--- config.mk ---
export PLATFORM = sky130hd
export DESIGN_NAME = dhic_top
export DESIGN_NICKNAME = d
export VERILOG_FILES = /design/src/common/dhic_pkg.sv /design/src/common/dhic_fifo_if.sv /design/src/rtl/dhic_fifo.sv /design/src/rtl/dhic_top.sv
export VERILOG_INCLUDE_DIRS = /design/src /design/src/common
export SDC_FILE = /design/constraint.sdc
export NUM_CORES = 1
export LEC_CHECK = 0
export BUFFER_PORTS_ARGS = -buffer_cell sky130_fd_sc_hd__clkbuf_2
export CAP_MARGIN = 30
export CORE_UTILIZATION = 57
export DETAILED_ROUTE_END_ITERATION = 6
export PLACE_DENSITY = 0.77
export SKIP_CTS_REPAIR_TIMING = 1
export SYNTH_ARGS = -nofsm -noshare
export SYNTH_HDL_FRONTEND = slang
export SYNTH_SLANG_ARGS = --single-unit
--- constraint.sdc ---
create_clock -name clk -period 2.9 [get_ports clk]
set_clock_uncertainty 0.05 [all_clocks]
set_input_delay 0.58 -clock clk [delete_from_list [all_inputs] [get_ports clk]]
set_output_delay 0.58 -clock clk [all_outputs]
set_load 0.1 [all_outputs]
--- src/common/dhic_defs.svh ---
// Constants for the display host interface control block
`ifndef DHIC_DEFS_SVH
`define DHIC_DEFS_SVH
`define DHIC_CLK_MHZ 10
`define DHIC_INIT_NS 2000
`define DHIC_INIT_CYC ((`DHIC_INIT_NS * `DHIC_CLK_MHZ + 999) / 1000)
`define DHIC_STRAP_SPI 3'h0
`define DHIC_STRAP_I2C 3'h2
`define DHIC_STRAP_PAR_SEP 3'h4
`define DHIC_STRAP_PAR_E 3'h6
`define DHIC_SCLK_BIT 0
`define DHIC_SER_DATA_BIT 1
`define DHIC_SDA_OUT_BIT 2
// Upper slave address bits, value arbitrary
`define DHIC_I2C_ADDR_HI 6'h2A
`define DHIC_I2C_DC_BIT 6
`define DHIC_FIFO_DEPTH 4
`define DHIC_FIFO_W 9
`endif

--- src/common/dhic_pkg.sv ---
// Types for the display host interface control block
package dhic_pkg;
   typedef enum logic [1:0] {
      DHIC_PAR_E = 2'h0,
      DHIC_PAR_SEP = 2'h1,
      DHIC_SPI = 2'h2,
      DHIC_I2C = 2'h3
   } dhic_mode_t;
   typedef enum logic [1:0] {
      DHIC_I_IDLE = 2'h0,
      DHIC_I_ADDR = 2'h1,
      DHIC_I_CTRL = 2'h2,
      DHIC_I_DATA = 2'h3
   } dhic_i2c_t;
endpackage

--- src/common/dhic_fifo_if.sv ---
// Valid/ready carrier between the block and its FIFO
`timescale 1ns/1ps
`default_nettype none
interface dhic_fifo_if #(parameter int W = 9);
   logic valid;
   logic ready;
   logic [W-1:0] data;
   modport src (output valid, output data, input ready);
   modport snk (input valid, input data, output ready);
endinterface
`default_nettype wire

--- src/rtl/dhic_fifo.sv ---
// Small FIFO with valid and ready on both sides
`timescale 1ns/1ps
`default_nettype none
module dhic_fifo #(
   parameter int W = 9,
   parameter int DEPTH = 4
) (
   input wire logic clk,
   input wire logic rst_b,
   input wire logic clk_en,
   dhic_fifo_if.snk wr,
   dhic_fifo_if.src rd
);
   localparam int AW = (DEPTH > 1) ? $clog2(DEPTH) : 1;
   logic [W-1:0] mem_q [DEPTH];
   logic [W-1:0] mem_d [DEPTH];
   logic [AW-1:0] wp_q, wp_d, rp_q, rp_d;
   logic [AW:0] cnt_q, cnt_d;
   logic push, pop;

   always_comb begin
      wr.ready = (cnt_q != (AW+1)'(DEPTH));
      rd.valid = (cnt_q != '0);
      rd.data = mem_q[rp_q];
      push = wr.valid && wr.ready;
      pop = rd.valid && rd.ready;
      mem_d = mem_q;
      wp_d = wp_q;
      rp_d = rp_q;
      cnt_d = cnt_q;
      if (push) begin
         mem_d[wp_q] = wr.data;
         wp_d = (wp_q == AW'(DEPTH - 1)) ? '0 : wp_q + 1'b1;
      end
      if (pop) begin
         rp_d = (rp_q == AW'(DEPTH - 1)) ? '0 : rp_q + 1'b1;
      end
      if (push && !pop) begin
         cnt_d = cnt_q + 1'b1;
      end else if (pop && !push) begin
         cnt_d = cnt_q - 1'b1;
      end
   end

   always_ff @(posedge clk) begin
      if (!rst_b) begin
         wp_q <= '0;
         rp_q <= '0;
         cnt_q <= '0;
         for (int i = 0; i < DEPTH; i++) begin
            mem_q[i] <= '0;
         end
      end else if (clk_en) begin
         wp_q <= wp_d;
         rp_q <= rp_d;
         cnt_q <= cnt_d;
         mem_q <= mem_d;
      end
   end
endmodule
`default_nettype wire

--- src/rtl/dhic_top.sv ---
// Host interface control: pin decode, serial and I2C capture, byte stream
`timescale 1ns/1ps
`default_nettype none
`include "dhic_defs.svh"
module dhic_top import dhic_pkg::*; #(
   parameter int DEPTH = `DHIC_FIFO_DEPTH
) (
   input wire logic clk,
   input wire logic rst_b,
   input wire logic clk_en,
   input wire logic power_init_low,
   input wire logic device_select_b,
   input wire logic data_cmd_sel,
   input wire logic en_rd_strobe,
   input wire logic rw_wr_strobe,
   input wire logic protocol_strap_0,
   input wire logic protocol_strap_1,
   input wire logic protocol_strap_2,
   input wire logic [7:0] host_data_bus_in,
   output logic [7:0] host_data_bus_out,
   output logic [7:0] host_data_bus_oe_b,
   input wire logic [7:0] read_byte,
   output logic read_pulse,
   output logic read_is_data,
   output logic out_valid,
   output logic [7:0] out_byte,
   output logic out_is_data,
   input wire logic out_ready,
   output logic in_stall,
   output logic overrun,
   input wire logic overrun_clr,
   output logic init_busy,
   output logic [1:0] mode
);
   localparam int P_RST = 15;
   localparam int P_CS = 14;
   localparam int P_DC = 13;
   localparam int P_E = 12;
   localparam int P_RW = 11;
   localparam int IW = 8;
   localparam int FW = `DHIC_FIFO_W;

   function automatic logic up(input logic now, input logic was);
      return now & ~was;
   endfunction

   function automatic dhic_mode_t strap_mode(input logic [2:0] s);
      case (s)
         `DHIC_STRAP_I2C: return DHIC_I2C;
         `DHIC_STRAP_PAR_SEP: return DHIC_PAR_SEP;
         `DHIC_STRAP_PAR_E: return DHIC_PAR_E;
         default: return DHIC_SPI;
      endcase
   endfunction

   // Every pin passes two flops; pv_q only ever looks at stage two
   logic [15:0] pin_w, s1_q, s2_q, pv_q;
   assign pin_w = {power_init_low, device_select_b, data_cmd_sel, en_rd_strobe,
                   rw_wr_strobe, protocol_strap_2, protocol_strap_1,
                   protocol_strap_0, host_data_bus_in};

   always_ff @(posedge clk) begin
      if (!rst_b) begin
         s1_q <= 16'hFFFF;
         s2_q <= 16'hFFFF;
         pv_q <= 16'hFFFF;
      end else if (clk_en) begin
         s1_q <= pin_w;
         s2_q <= s1_q;
         pv_q <= s2_q;
      end
   end

   logic [IW-1:0] init_q, init_d;
   dhic_mode_t mode_q, mode_d;
   logic live, cs_on, dc, scl, sda;
   logic [7:0] bus;

   always_comb begin
      init_d = init_q;
      mode_d = mode_q;
      if (!s2_q[P_RST]) begin
         init_d = IW'(`DHIC_INIT_CYC);
         mode_d = strap_mode(s2_q[10:8]);
      end else if (init_q != '0) begin
         init_d = init_q - 1'b1;
      end
      cs_on = !s2_q[P_CS];
      live = s2_q[P_RST] && (init_q == '0) && cs_on;
      dc = s2_q[P_DC];
      bus = s2_q[7:0];
      scl = s2_q[`DHIC_SCLK_BIT];
      sda = s2_q[`DHIC_SER_DATA_BIT];
   end

   // Parallel strobes
   logic rd_act, rd_was_q, wr_end;
   logic [7:0] hd_out_d, hd_oe_b_d;
   logic rdp_d, rdd_d, rdd_q;
   logic ack_q, ack_d;

   always_comb begin
      rd_act = 1'b0;
      wr_end = 1'b0;
      if (mode_q == DHIC_PAR_E) begin
         rd_act = live && s2_q[P_E] && s2_q[P_RW];
         wr_end = live && !s2_q[P_E] && pv_q[P_E] && !s2_q[P_RW];
      end else if (mode_q == DHIC_PAR_SEP) begin
         rd_act = live && !s2_q[P_E];
         wr_end = live && up(s2_q[P_RW], pv_q[P_RW]);
      end
      rdp_d = rd_act && !rd_was_q;
      rdd_d = rdp_d ? dc : rdd_q;
      hd_out_d = 8'hFF;
      hd_oe_b_d = 8'hFF;
      if (rd_act) begin
         hd_out_d = read_byte;
         hd_oe_b_d = 8'h00;
      end else if (ack_q) begin
         hd_out_d[`DHIC_SDA_OUT_BIT] = 1'b0;
         hd_oe_b_d[`DHIC_SDA_OUT_BIT] = 1'b0;
      end
   end

   // Serial shift
   logic [7:0] spi_sh_q, spi_sh_d;
   logic [2:0] spi_cnt_q, spi_cnt_d;
   logic spi_push;

   always_comb begin
      spi_sh_d = spi_sh_q;
      spi_cnt_d = spi_cnt_q;
      spi_push = 1'b0;
      if (mode_q != DHIC_SPI || !live) begin
         spi_cnt_d = 3'h0;
      end else if (up(scl, pv_q[`DHIC_SCLK_BIT])) begin
         spi_sh_d = {spi_sh_q[6:0], sda};
         spi_cnt_d = spi_cnt_q + 3'h1;
         spi_push = (spi_cnt_q == 3'h7);
      end
   end

   // I2C slave, write direction only
   dhic_i2c_t ist_q, ist_d;
   logic [7:0] ish_q, ish_d;
   logic [3:0] icnt_q, icnt_d;
   logic idc_q, idc_d, i2c_push;
   logic scl_r, scl_f, sda_r, sda_f, a_hit;

   always_comb begin
      ist_d = ist_q;
      ish_d = ish_q;
      icnt_d = icnt_q;
      idc_d = idc_q;
      ack_d = ack_q;
      i2c_push = 1'b0;
      scl_r = up(scl, pv_q[`DHIC_SCLK_BIT]);
      scl_f = up(pv_q[`DHIC_SCLK_BIT], scl);
      sda_r = up(sda, pv_q[`DHIC_SER_DATA_BIT]);
      sda_f = up(pv_q[`DHIC_SER_DATA_BIT], sda);
      a_hit = (ish_q[7:1] == {`DHIC_I2C_ADDR_HI, dc}) && !ish_q[0];
      if (mode_q != DHIC_I2C || !live) begin
         ist_d = DHIC_I_IDLE;
         ack_d = 1'b0;
      end else if (scl && pv_q[`DHIC_SCLK_BIT] && sda_f) begin
         ist_d = DHIC_I_ADDR;
         icnt_d = 4'h0;
         ack_d = 1'b0;
      end else if (scl && pv_q[`DHIC_SCLK_BIT] && sda_r) begin
         ist_d = DHIC_I_IDLE;
         ack_d = 1'b0;
      end else if (ist_q != DHIC_I_IDLE) begin
         if (scl_r && !ack_q) begin
            ish_d = {ish_q[6:0], sda};
            icnt_d = icnt_q + 4'h1;
         end else if (scl_f && ack_q) begin
            ack_d = 1'b0;
            icnt_d = 4'h0;
            if (ist_q == DHIC_I_ADDR) begin
               ist_d = DHIC_I_CTRL;
            end else begin
               ist_d = DHIC_I_DATA;
            end
         end else if (scl_f && icnt_q == 4'h8) begin
            unique case (ist_q)
               DHIC_I_ADDR: begin
                  ack_d = a_hit;
                  if (!a_hit) begin
                     ist_d = DHIC_I_IDLE;
                  end
               end
               DHIC_I_CTRL: begin
                  ack_d = 1'b1;
                  idc_d = ish_q[`DHIC_I2C_DC_BIT];
               end
               DHIC_I_DATA: begin
                  ack_d = 1'b1;
                  i2c_push = 1'b1;
               end
               DHIC_I_IDLE: begin
                  ack_d = 1'b0;
               end
            endcase
         end
      end
   end

   // One byte waits here when the FIFO pushes back
   dhic_fifo_if #(.W(FW)) f_in ();
   dhic_fifo_if #(.W(FW)) f_out ();
   logic push;
   logic [FW-1:0] push_w, pend_q, pend_d;
   logic pend_v_q, pend_v_d, ovr_q, ovr_d;
   logic ov_q, ov_d, od_q, od_d;
   logic [7:0] ob_q, ob_d;

   always_comb begin
      push = 1'b0;
      push_w = {dc, bus};
      unique case (mode_q)
         DHIC_PAR_E, DHIC_PAR_SEP: begin
            push = wr_end;
            push_w = {dc, bus};
         end
         DHIC_SPI: begin
            push = spi_push;
            push_w = {dc, spi_sh_d};
         end
         DHIC_I2C: begin
            push = i2c_push;
            push_w = {idc_q, ish_q};
         end
      endcase
      pend_d = pend_q;
      pend_v_d = pend_v_q && !f_in.ready;
      ovr_d = ovr_q && !overrun_clr;
      if (push) begin
         pend_d = push_w;
         pend_v_d = 1'b1;
         if (pend_v_q && !f_in.ready) begin
            ovr_d = 1'b1;
         end
      end
      f_out.ready = !ov_q || out_ready;
      ov_d = ov_q && !out_ready;
      ob_d = ob_q;
      od_d = od_q;
      if (f_out.ready && f_out.valid) begin
         ov_d = 1'b1;
         {od_d, ob_d} = f_out.data;
      end
   end

   assign f_in.valid = pend_v_q;
   assign f_in.data = pend_q;

   dhic_fifo #(.W(FW), .DEPTH(DEPTH)) u_fifo (
      .clk(clk),
      .rst_b(rst_b),
      .clk_en(clk_en),
      .wr(f_in),
      .rd(f_out)
   );

   always_ff @(posedge clk) begin
      if (!rst_b) begin
         init_q <= IW'(`DHIC_INIT_CYC);
         mode_q <= DHIC_PAR_E;
         rd_was_q <= 1'b0;
         rdd_q <= 1'b0;
         ack_q <= 1'b0;
         spi_sh_q <= 8'h00;
         spi_cnt_q <= 3'h0;
         ist_q <= DHIC_I_IDLE;
         ish_q <= 8'h00;
         icnt_q <= 4'h0;
         idc_q <= 1'b0;
         pend_q <= '0;
         pend_v_q <= 1'b0;
         ovr_q <= 1'b0;
         ov_q <= 1'b0;
         ob_q <= 8'h00;
         od_q <= 1'b0;
         host_data_bus_out <= 8'hFF;
         host_data_bus_oe_b <= 8'hFF;
         read_pulse <= 1'b0;
         init_busy <= 1'b1;
      end else if (clk_en) begin
         init_q <= init_d;
         mode_q <= mode_d;
         rd_was_q <= rd_act;
         rdd_q <= rdd_d;
         ack_q <= ack_d;
         spi_sh_q <= spi_sh_d;
         spi_cnt_q <= spi_cnt_d;
         ist_q <= ist_d;
         ish_q <= ish_d;
         icnt_q <= icnt_d;
         idc_q <= idc_d;
         pend_q <= pend_d;
         pend_v_q <= pend_v_d;
         ovr_q <= ovr_d;
         ov_q <= ov_d;
         ob_q <= ob_d;
         od_q <= od_d;
         host_data_bus_out <= hd_out_d;
         host_data_bus_oe_b <= hd_oe_b_d;
         read_pulse <= rdp_d;
         init_busy <= (init_d != '0);
      end
   end

   always_comb begin
      read_is_data = rdd_q;
      out_valid = ov_q;
      out_byte = ob_q;
      out_is_data = od_q;
      in_stall = pend_v_q;
      overrun = ovr_q;
      mode = mode_q;
   end
endmodule
`default_nettype wire

# Yosys cells after proc, flatten, opt, wreduce, memory -nomap -nowiden
# Index checks and enable logic that the tools add are counted.
classes:
  n_eq_ne: 20
  reduce_logical: 68
  n_lt_le_gt_ge: 3
  addsub: 7
  n_mux: 67
  n_bitwise: 18
op_table:
  columns: ["cell", "n"]
  rows:
  - ["bitwise mux 36 bit", 1]
  - ["2-to-1 mux 8 bit", 4]
  - ["2-to-1 mux 1 bit", 29]
  - ["2-to-1 mux 9 bit", 3]
  - ["case mux 9 bit (3 select lines)", 1]
  - ["2-to-1 mux 2 bit", 13]
  - ["logical AND 1 bit", 24]
  - ["2-to-1 mux 4 bit", 5]
  - ["binary-select mux 9 bit (select 2 bit)", 1]
  - ["demux 9 bit (select 2 bit)", 1]
  - ["nonzero test 8 bit", 2]
  - ["AND reduction 2 bit", 7]
  - ["logical NOT 1 bit", 13]
  - ["== test 2 bit, second input constant", 6]
  - ["2-to-1 mux 3 bit", 4]
  - ["AND reduction 6 bit", 2]
  - ["NOT 1 bit", 11]
  - ["2-to-1 mux 5 bit", 2]
  - ["nonzero test 5 bit", 2]
  - ["== test 3 bit, second input constant", 3]
  - ["AND reduction 9 bit", 1]
  - ["logical NOT 8 bit", 1]
  - ["nonzero test 2 bit", 4]
  - ["subtractor 8 x 1 -> 8 bit, second input constant", 1]
  - ["other kinds (25)", 42]
word_totals:
  elab_cells: 214
  ff_bits: 166
  input_bits: 29
  output_inout_bits: 33

# Depth between registers and ports, before layout
# Gate-level depths: netlist (run 1).
depth:
  depth_word: 12
  ltp_mapped: 10
  depth_no_buf: 10

# By module
# A second synthesis (run 1) with hierarchy kept.
unflattened:
  cells_unflattened: 735
  area_unflattened_um2: 6839.1
by_module_without_submodules:
  columns: ["module", "cells_each", "area_each_um2", "seq_area_each_um2", "instances"]
  rows:
  - ["dhic_top", 546, 4862.2, 2162.1, 1]
  - ["dhic_fifo", 189, 1976.9, 860.8, 1]

# Least setup slack after synthesis (run 1)
# No wires, ideal clock.
synth_path:
  path_type: "register to register"
  from: "register mode_q[0] (netlist: mode[0])"
  to: "register pend_q[8] (netlist: f_in.data[8])"
  path_slack_ns: 0.109
  n_path_buf: 2
  arrival_time_ns: 2.670
  required_time_ns: 2.778
  stages_incl_launch_ff: 8
  setup_time_ns: 0.072
  period_less_slack_ns: 2.791
  path_cell_list: "dfxtp_1 clkbuf_1 nand2_1 or4_1 nor3_2 o21a_1 buf_4 mux2i_1"
synth_via:
  elab_chain_cells: 5
  word_cells_on_any_way: 16
  cone_classes: "5 x eq/ne; 6 x mux; 5 x reduce/logical"
synth_rtl:
  columns: ["item", "line", "source"]
  rows:
  - ["start, declared", "dhic_top.sv:75", "dhic_mode_t mode_q, mode_d;"]
  - ["start signal, assigned", "dhic_top.sv:290", "mode_q <= mode_d;"]
  - ["== test 2 x 1 -> 1 bit, or another cell as far along", "dhic_top.sv:108, dhic_top.sv:220", null]
  - ["2-to-1 mux 1 bit, or another cell as far along", "dhic_top.sv:108", "end else if (mode_q == DHIC_PAR_SEP) begin"]
  - ["2-to-1 mux 1 bit, on equally long branches", "dhic_top.sv:105, dhic_top.sv:134, dhic_top.sv:162", null]
  - ["case mux 1 bit (3 select lines)", "dhic_top.sv:220", "unique case (mode_q)"]
  - ["AND reduction 2 bit (no source line)", null, null]
  - ["end signal, assigned", "dhic_top.sv:300", "pend_q <= pend_d;"]
  - ["end, declared", "dhic_top.sv:212", "logic [FW-1:0] push_w, pend_q, pend_d;"]
# Several ways; a longest one is shown, not always the timed one.
# A chain may end at the register's enable or synchronous reset.

# Worst setup path in the final report (run 1)
layout_path:
  from: "register init_q[0]"
  to: "register rdd_q (netlist: read_is_data)"
layout_via:
  elab_chain_cells: 8
  word_cells_on_any_way: 10
  cone_classes: "2 x mux; 8 x reduce/logical"
layout_rtl:
  columns: ["item", "line", "source"]
  rows:
  - ["start, declared", "dhic_top.sv:74", "logic [IW-1:0] init_q, init_d;"]
  - ["start signal, assigned", "dhic_top.sv:267", "init_q <= IW'(`DHIC_INIT_CYC);"]
  - ["start signal, assigned", "dhic_top.sv:289", "init_q <= init_d;"]
  - ["logical NOT 8 bit (*)", "dhic_top.sv:89", "live = s2_q[P_RST] && (init_q == '0) && cs_on;"]
  - ["logical AND 1 bit (*) (2 in series)", "dhic_top.sv:89", null]
  - ["logical AND 1 bit, on equally long branches", "dhic_top.sv:109, dhic_top.sv:106", null]
  - ["2-to-1 mux 1 bit / logical AND 1 bit (equally long branches)", "dhic_top.sv:108, dhic_top.sv:106", null]
  - ["2-to-1 mux 1 bit (*)", "dhic_top.sv:105", "if (mode_q == DHIC_PAR_E) begin"]
  - ["logical AND 1 bit (*)", "dhic_top.sv:112", "rdp_d = rd_act && !rd_was_q;"]
  - ["AND reduction 2 bit (no source line) (*)", null, null]
  - ["end signal, assigned", "dhic_top.sv:292", "rdd_q <= rdd_d;"]
  - ["end, declared", "dhic_top.sv:99", "logic rdp_d, rdd_d, rdd_q;"]
# Mark *: on every way between the ends. The rest lies on a longest branch, timed or not.

==> metrics.md, run 1 <==
| Metric | Value |
|---|---|
| Outcome | `finished with violations` |
| Failing checks | `design-rule violations` |
| Sequential share of the synthesized area | `44.1%` |
| First-iteration detailed-routing DRC count | `345` |
| Fin crit share | `94.4%` |
| Largest net degree at the start of global routing | `71` |
| Maximum clock path buffer count | `2` |
| Endpoints failing hold | `0` |
| Worst Path Required | `3.20 ns` |
| Die area | `approximately 12000 µm²` |
| LEAKAGE | `0.00293 µW` |
| Initial antenna violation count | `0` |
| Non-filler cells, final | `just under 1k` |
| Starting Density | `59.2%` |
| IO Port Bufs | `61` |
| Clock Latency Late Sink | `around 0.42 ns` |
| Crit Path Max Fanout | `8` |
| CTS Root Cell | `clkbuf_16` |
| # rows | `39` |
| Die W | `~110 µm` |
| Post-synth EDFFs | `0` |
| Pwr dens | `roughly 660 nW/µm²` |
| FFs w/ async S/R, synth | `0%` |
| Fmax | `365 MHz` |
| FILL cells | `~900` |
| Final-report setup violation count | `0` |
| Post-synth top flop | `dfxtp_1` |
| Vias in the first global route | `between 5k and 6k` |
| P_sw | `between 1000 and 1500 µW` |
| Met1 GRT Util | `approximately a third` |
| Layout cells sized above 1 | `16.1%` |
| Comb pwr share | `11.7%` |
| Synth warnings | `0` |
| Dpl hpwl | `10400 µm` |
| Ant. Diodes | `0` |
| Drc violations | `2` |
| Fin util | `67.4%` |
| Grt ovf | `0` |
| Worst-Margin Slew | `between 0.7 and 0.8 ns` |
| Hold crit path type | `primary input to flop` |
| First-pass GRT wire length | `~26000 µm` |
| Die Y | `between 100 and 150 µm` |
| Mapped Area | `6850 µm²` |
| Arr. time, crit path | `3.04 ns` |
| Synth unique cells | `66` |
| Max Cap Viol | `0` |
| Mean Syn Cell Area | `about 9 µm²` |
| Core outline area | `~12000 µm²` |
| Minimum clock period | `2.74 ns` |
| Placer congestion estimate | `0.844` |
| First drt pass iteration count | `7` |
| Final setup margin | `~0.16 ns` |
| Tot GR Track Use | `about a quarter` |
| Met2 usage | `between 40% and 50%` |
| Busiest layer in global routing | `met2` |
| Post-route ant nets | `0` |
| TritonCTS clock tree | `done` |
| Layout area overhead | `13.8%` |
| CTS buffer count | `17` |
| CP startpoint kind | `flop` |
| Worst-path clk slew | `0.06 ns` |
| RSZ-0062 raised after global routing | `no` |
| # IOs | `just over 60` |
| Worst VDD drop | `slightly below 0.4 mV` |
| Via density | `roughly 5.8` |
| Cells after synthesis | `~770` |
| Yosys top cell area share | `44.1%` |
| Hold Path Depth | `3` |
| Ranking of synthesized cells by area | `dfxtp_1 (44%), mux2i_1 (9.5%), nand2_1 (8.0%)` |
| H-Tree Level Count | `4` |
| Commonest non-fill, non-tap cells in the layout | `dfxtp_1 (151), nand2_1 (146), a21oi_1 (66)` |
| P_int | `3870 µW` |
| Via count | `5572` |
| CTS Sinks | `roughly 150` |
| Commonest non-fill, non-tap cell in the layout | `dfxtp_1` |
| Max-slew violation count | `0` |
| Part of the power in registers | `43.9%` |
| Grt met3 use | `about 5.9%` |
| Worst setup EP type | `flop` |
| Area leader, netlist | `dfxtp_1` |
| Nets | `roughly 850` |
| CP Class | `flop to flop` |
| Wire per inst | `approximately 16 µm` |
| Clock power frac | `~45%` |
| Final TNS setup | `0 ns` |
| Seq cells post-synth | `around 150` |
| DP Worst Slack | `between 0.1 and 0.15 ns` |
| Worst-case reg-to-reg path depth | `7` |
| Synth Net Count | `around 810` |
| Placed Cells | `930` |
| Routed wire length | `~15000 µm` |
| Sw Ratio | `between 20% and 30%` |
| Slew margin rel. | `between 50 and 60%` |
| Final Total Pwr | `5140 µW` |
[cells in the mapped netlist, types with 3 or more instances]
cell and instances:
a21oi_1 66, a22oi_1 3, a311oi_1 4, and2_1 3, buf_1 10, buf_2 4, buf_4 7, clkbuf_1 38
dfxtp_1 151, ha_1 12, inv_1 12, mux2_2 8, mux2i_1 65, mux4_2 9, nand2_1 146, nand2b_1 9
nand3_1 42, nor2_1 58, nor2b_1 5, nor3_1 9, nor3b_1 4, nor4_1 3, o211ai_1 13, o21a_1 3
o21ai_0 12, o221a_1 8, o22ai_1 7, or3_1 5, or3b_2 3, xnor2_1 4, xor2_1 3
[metrics by stage]
step | instance area (µm²) | hold slack, ns
global route | 7800 | 0.321
finish | 7800 | 0.318
detailed placement | 7190 | 0.397
global placement | 7190 | 0.389
CTS | 7800 | 0.308
floorplan | 6850 | 0.382
[registers in the layout (all words and copies together) (netlist names), 3 cells and up]
signal,flops
s2_q,16
spi_cnt_q,3
f_in.data,9
ish_q,8
host_data_bus_out,8
u_fifo.cnt_q,3
u_fifo.mem_q,36
pv_q,4
icnt_q,4
out_byte,8
spi_sh_q,8
s1_q,16
init_q,8
[layout make-up]
| cell class | count | area (µm²) | area share (%) |
|---|---|---|---|
| Timing Repair Buffer | 76 | 430 | 5.52 |
| Clock buffer | 24 | 462 | 5.92 |
| Clock inverter | 7 | 145 | 1.86 |
| Tap cell | 143 | 179 | 2.29 |
| Multi-Input combinational cell | 547 | 3510 | 45.0 |
| Inverter | 13 | 48.8 | 0.626 |
| Sequential cell | 151 | 3020 | 38.8 |
[worst max-delay path: stages, from the launching register on]
cell and delay, ns:
dfxtp_1 0.37, inv_1 0.13, ha_1 0.21, or4b_1 0.60
or3_4 0.43, or3b_1 0.55, nor2_4 0.15, mux2i_1 0.18
[logic make-up after synthesis]
family | count (synthesis) | synth area share, %
flops | 151 | 44.1
compound gates | 134 | 12.6
xor+xnor | 7 | 0.895
simple gates | 309 | 21.0
mux | 84 | 14.1
fa+ha+maj | 13 | 2.48
buf+inv | 74 | 4.73
[per-layer routing]
metal	part of all wire, %	routed length (µm)
met5	0	0
met4	1.7	257
met3	5.5	846
met2	47	7250
met1	45	6930
[power by group through the flow]
stage,registers (µW),logic (µW),clock network [µW]
detailed placement,2300,602,0
floorplan,2290,464,0
global route,2270,658,2400
CTS,2250,606,2320
finish,2250,601,2280
global placement,2290,584,0
[worst paths after layout]
path	slack (ns)	from	end
setup / recovery	0.16	init_q[0]	read_is_data
hold / removal	0.32	power_init_low	s1_q[15]
setup reg to reg	0.16	init_q[0]	read_is_data
hold reg to reg	0.40	u_fifo.mem_q[22]	u_fifo.mem_q[22]
Power figures use the tool's default switching activity.
==> run 2: changes to the inputs <==
CORE_UTILIZATION = 58   (was 57)
PLACE_DENSITY = 0.78   (was 0.77)
REMOVE_ABC_BUFFERS = 1   (was default)
==> metrics.md, run 2 (synthesized netlist as in run 1, its figures left out) <==
| Metric | Value |
|---|---|
| H-Tree Level Count | `4` |
| Placed Cells | `between 900 and 1k` |
| Arr. time, crit path | `just over 3 ns` |
| # IOs | `slightly above 60` |
| Die Y | `between 100 and 150 µm` |
| Commonest non-fill, non-tap cells in the layout | `dfxtp_1 (151), nand2_1 (146), a21oi_1 (66)` |
| Core outline area | `approximately 11000 µm²` |
| CP Class | `flop to flop` |
| Max reg flops | `36` |
| IO Port Bufs | `61` |
| Largest net degree at the start of global routing | `56` |
| Clock power frac | `45.3%` |
| Minimum clock period | `2.80 ns` |
| Hold crit path type | `primary input to flop` |
| First-iteration detailed-routing DRC count | `roughly 350` |
| Layout area overhead | `14.5%` |
| Die area | `around 12000 µm²` |
| Sw Ratio | `25.5%` |
| Endpoints failing hold | `0` |
| Comb pwr share | `a little under an eighth` |
| TritonCTS clock tree | `done` |
| Drc violations | `0` |
| Ant. Diodes | `0` |
| Post-route ant nets | `0` |
| First-pass GRT wire length | `25700 µm` |
| Die W | `111 µm` |
| Via density | `~5.9` |
| Worst VDD drop | `0.517 mV` |
| Fmax | `~360 MHz` |
| Hold WS | `between 0.3 and 0.4 ns` |
| RSZ-0062 raised after global routing | `no` |
| P_sw | `about 1300 µW` |
| Worst setup EP type | `flop` |
| Multi-input logic area | `3510 µm²` |
| Largest registers | `u_fifo.mem_q: 36 flops, s1_q: 16 flops, s2_q: 16 flops` |
| Clock Latency Late Sink | `0.42 ns` |
| Worst-Margin Slew | `0.738 ns` |
| Worst-path clk slew | `approximately 0.060 ns` |
| Crit Path Max Fanout | `8` |
| Max Cap Viol | `0` |
| LEAKAGE | `0.00295 µW` |
| Via count | `approximately 5.7k` |
| CTS buffer count | `17` |
| Final-report setup violation count | `0` |
| Grt ovf | `0` |
| Routed wire length | `about 15000 µm` |
| Starting Density | `between 50% and 60%` |
| CTS Sinks | `between 150 and 200` |
| P_int | `~3900 µW` |
| Initial antenna violation count | `0` |
| Pwr dens | `between 600 and 700 nW/µm²` |
| Fin crit share | `a little over nine tenths` |
| Vias in the first global route | `5499` |
| Part of the power in registers | `about 43%` |
| First drt pass iteration count | `5` |
| Worst Path Required | `3.14 ns` |
| Maximum clock path buffer count | `2` |
| Largest reg by FF count | `u_fifo.mem_q` |
| Outcome | `finished, final reports clean` |
| FILL cells | `roughly 900` |
| Slew margin rel. | `between 50% and 60%` |
| Placer congestion estimate | `0.896` |
| Layout cells sized above 1 | `between 15 and 20%` |
| CTS Root Cell | `clkbuf_16` |
| # rows | `39` |
| Non-filler cells, final | `approximately 960` |
| CP startpoint kind | `flop` |
| Max-slew violation count | `0` |
| Wire per inst | `around 16 µm` |
| Sequential cell area | `roughly 3000 µm²` |
| Nets | `around 850` |
| Tot GR Track Use | `25.8%` |
| Commonest non-fill, non-tap cell in the layout | `dfxtp_1` |
| Dpl hpwl | `about 11000 µm` |
[run 2: final timing paths]
check | start | endpoint | slack (ns) | depth (start not counted)
setup / recovery | init_q[0] | host_data_bus_out[7] | 0.1 | 7
hold / removal | power_init_low | s1_q[15] | 0.32 | 3
setup reg to reg | init_q[0] | host_data_bus_out[7] | 0.1 | 7
hold reg to reg | u_fifo.mem_q[25] | u_fifo.mem_q[25] | 0.40 | 2
[run 2: power by group through the flow]
stage / clock [µW] / combinational (µW) / sequential (µW)
2_1_floorplan: 0 / 385 / 2320
3_3_place_gp: 0 / 569 / 2290
3_5_place_dp: 0 / 597 / 2300
4_1_cts: 2380 / 600 / 2250
5_1_grt: 2470 / 657 / 2260
6_report: 2350 / 594 / 2250
[run 2: final cells by class]
class	count	area share (%)
Clock buffer	18	5.60
Tap cell	143	2.28
Multi-Input combinational cell	547	44.8
Inverter	13	0.622
Timing Repair Buffer	77	5.62
Clock inverter	14	2.55
Sequential cell	151	38.6
[run 2: metrics by stage]
step                      power (µW)  utilization, %  cell area [µm²]  setup TNS (ns)  setup slack, ns
after floorplan                 2710               -             6570          -28.43            -2.52
after global placement          2860            62.8             7200               0            0.225
after detailed placement        2890            62.8             7200               0           0.0841
after CTS                       5230            68.4             7840               0           0.0489
after global routing            5390            68.4             7840               0          0.00762
final                           5200            68.4             7840               0           0.0952
[run 2: critical path, stage by stage (launching register included)]
cell and delay (ns):
dfxtp_1 0.38, inv_1 0.13, ha_1 0.21, or4b_1 0.63
or3_4 0.44, or3b_1 0.56, o22ai_1 0.20, nand2_1 0.07
[run 2: per-layer routing]
| layer | global-route usage (%) | up-vias | routed length (µm) | part of all wire [%] |
|---|---|---|---|---|
| met4 | 12.7 | 0 | 381 | 2.5 |
| met1 | 31.0 | 2725 | 6650 | 43 |
| li1 | - | 2774 | - | - |
| met3 | 5.58 | 33 | 826 | 5.3 |
| met5 | 0 | - | 0 | 0 |
| met2 | 43.7 | 195 | 7630 | 49 |
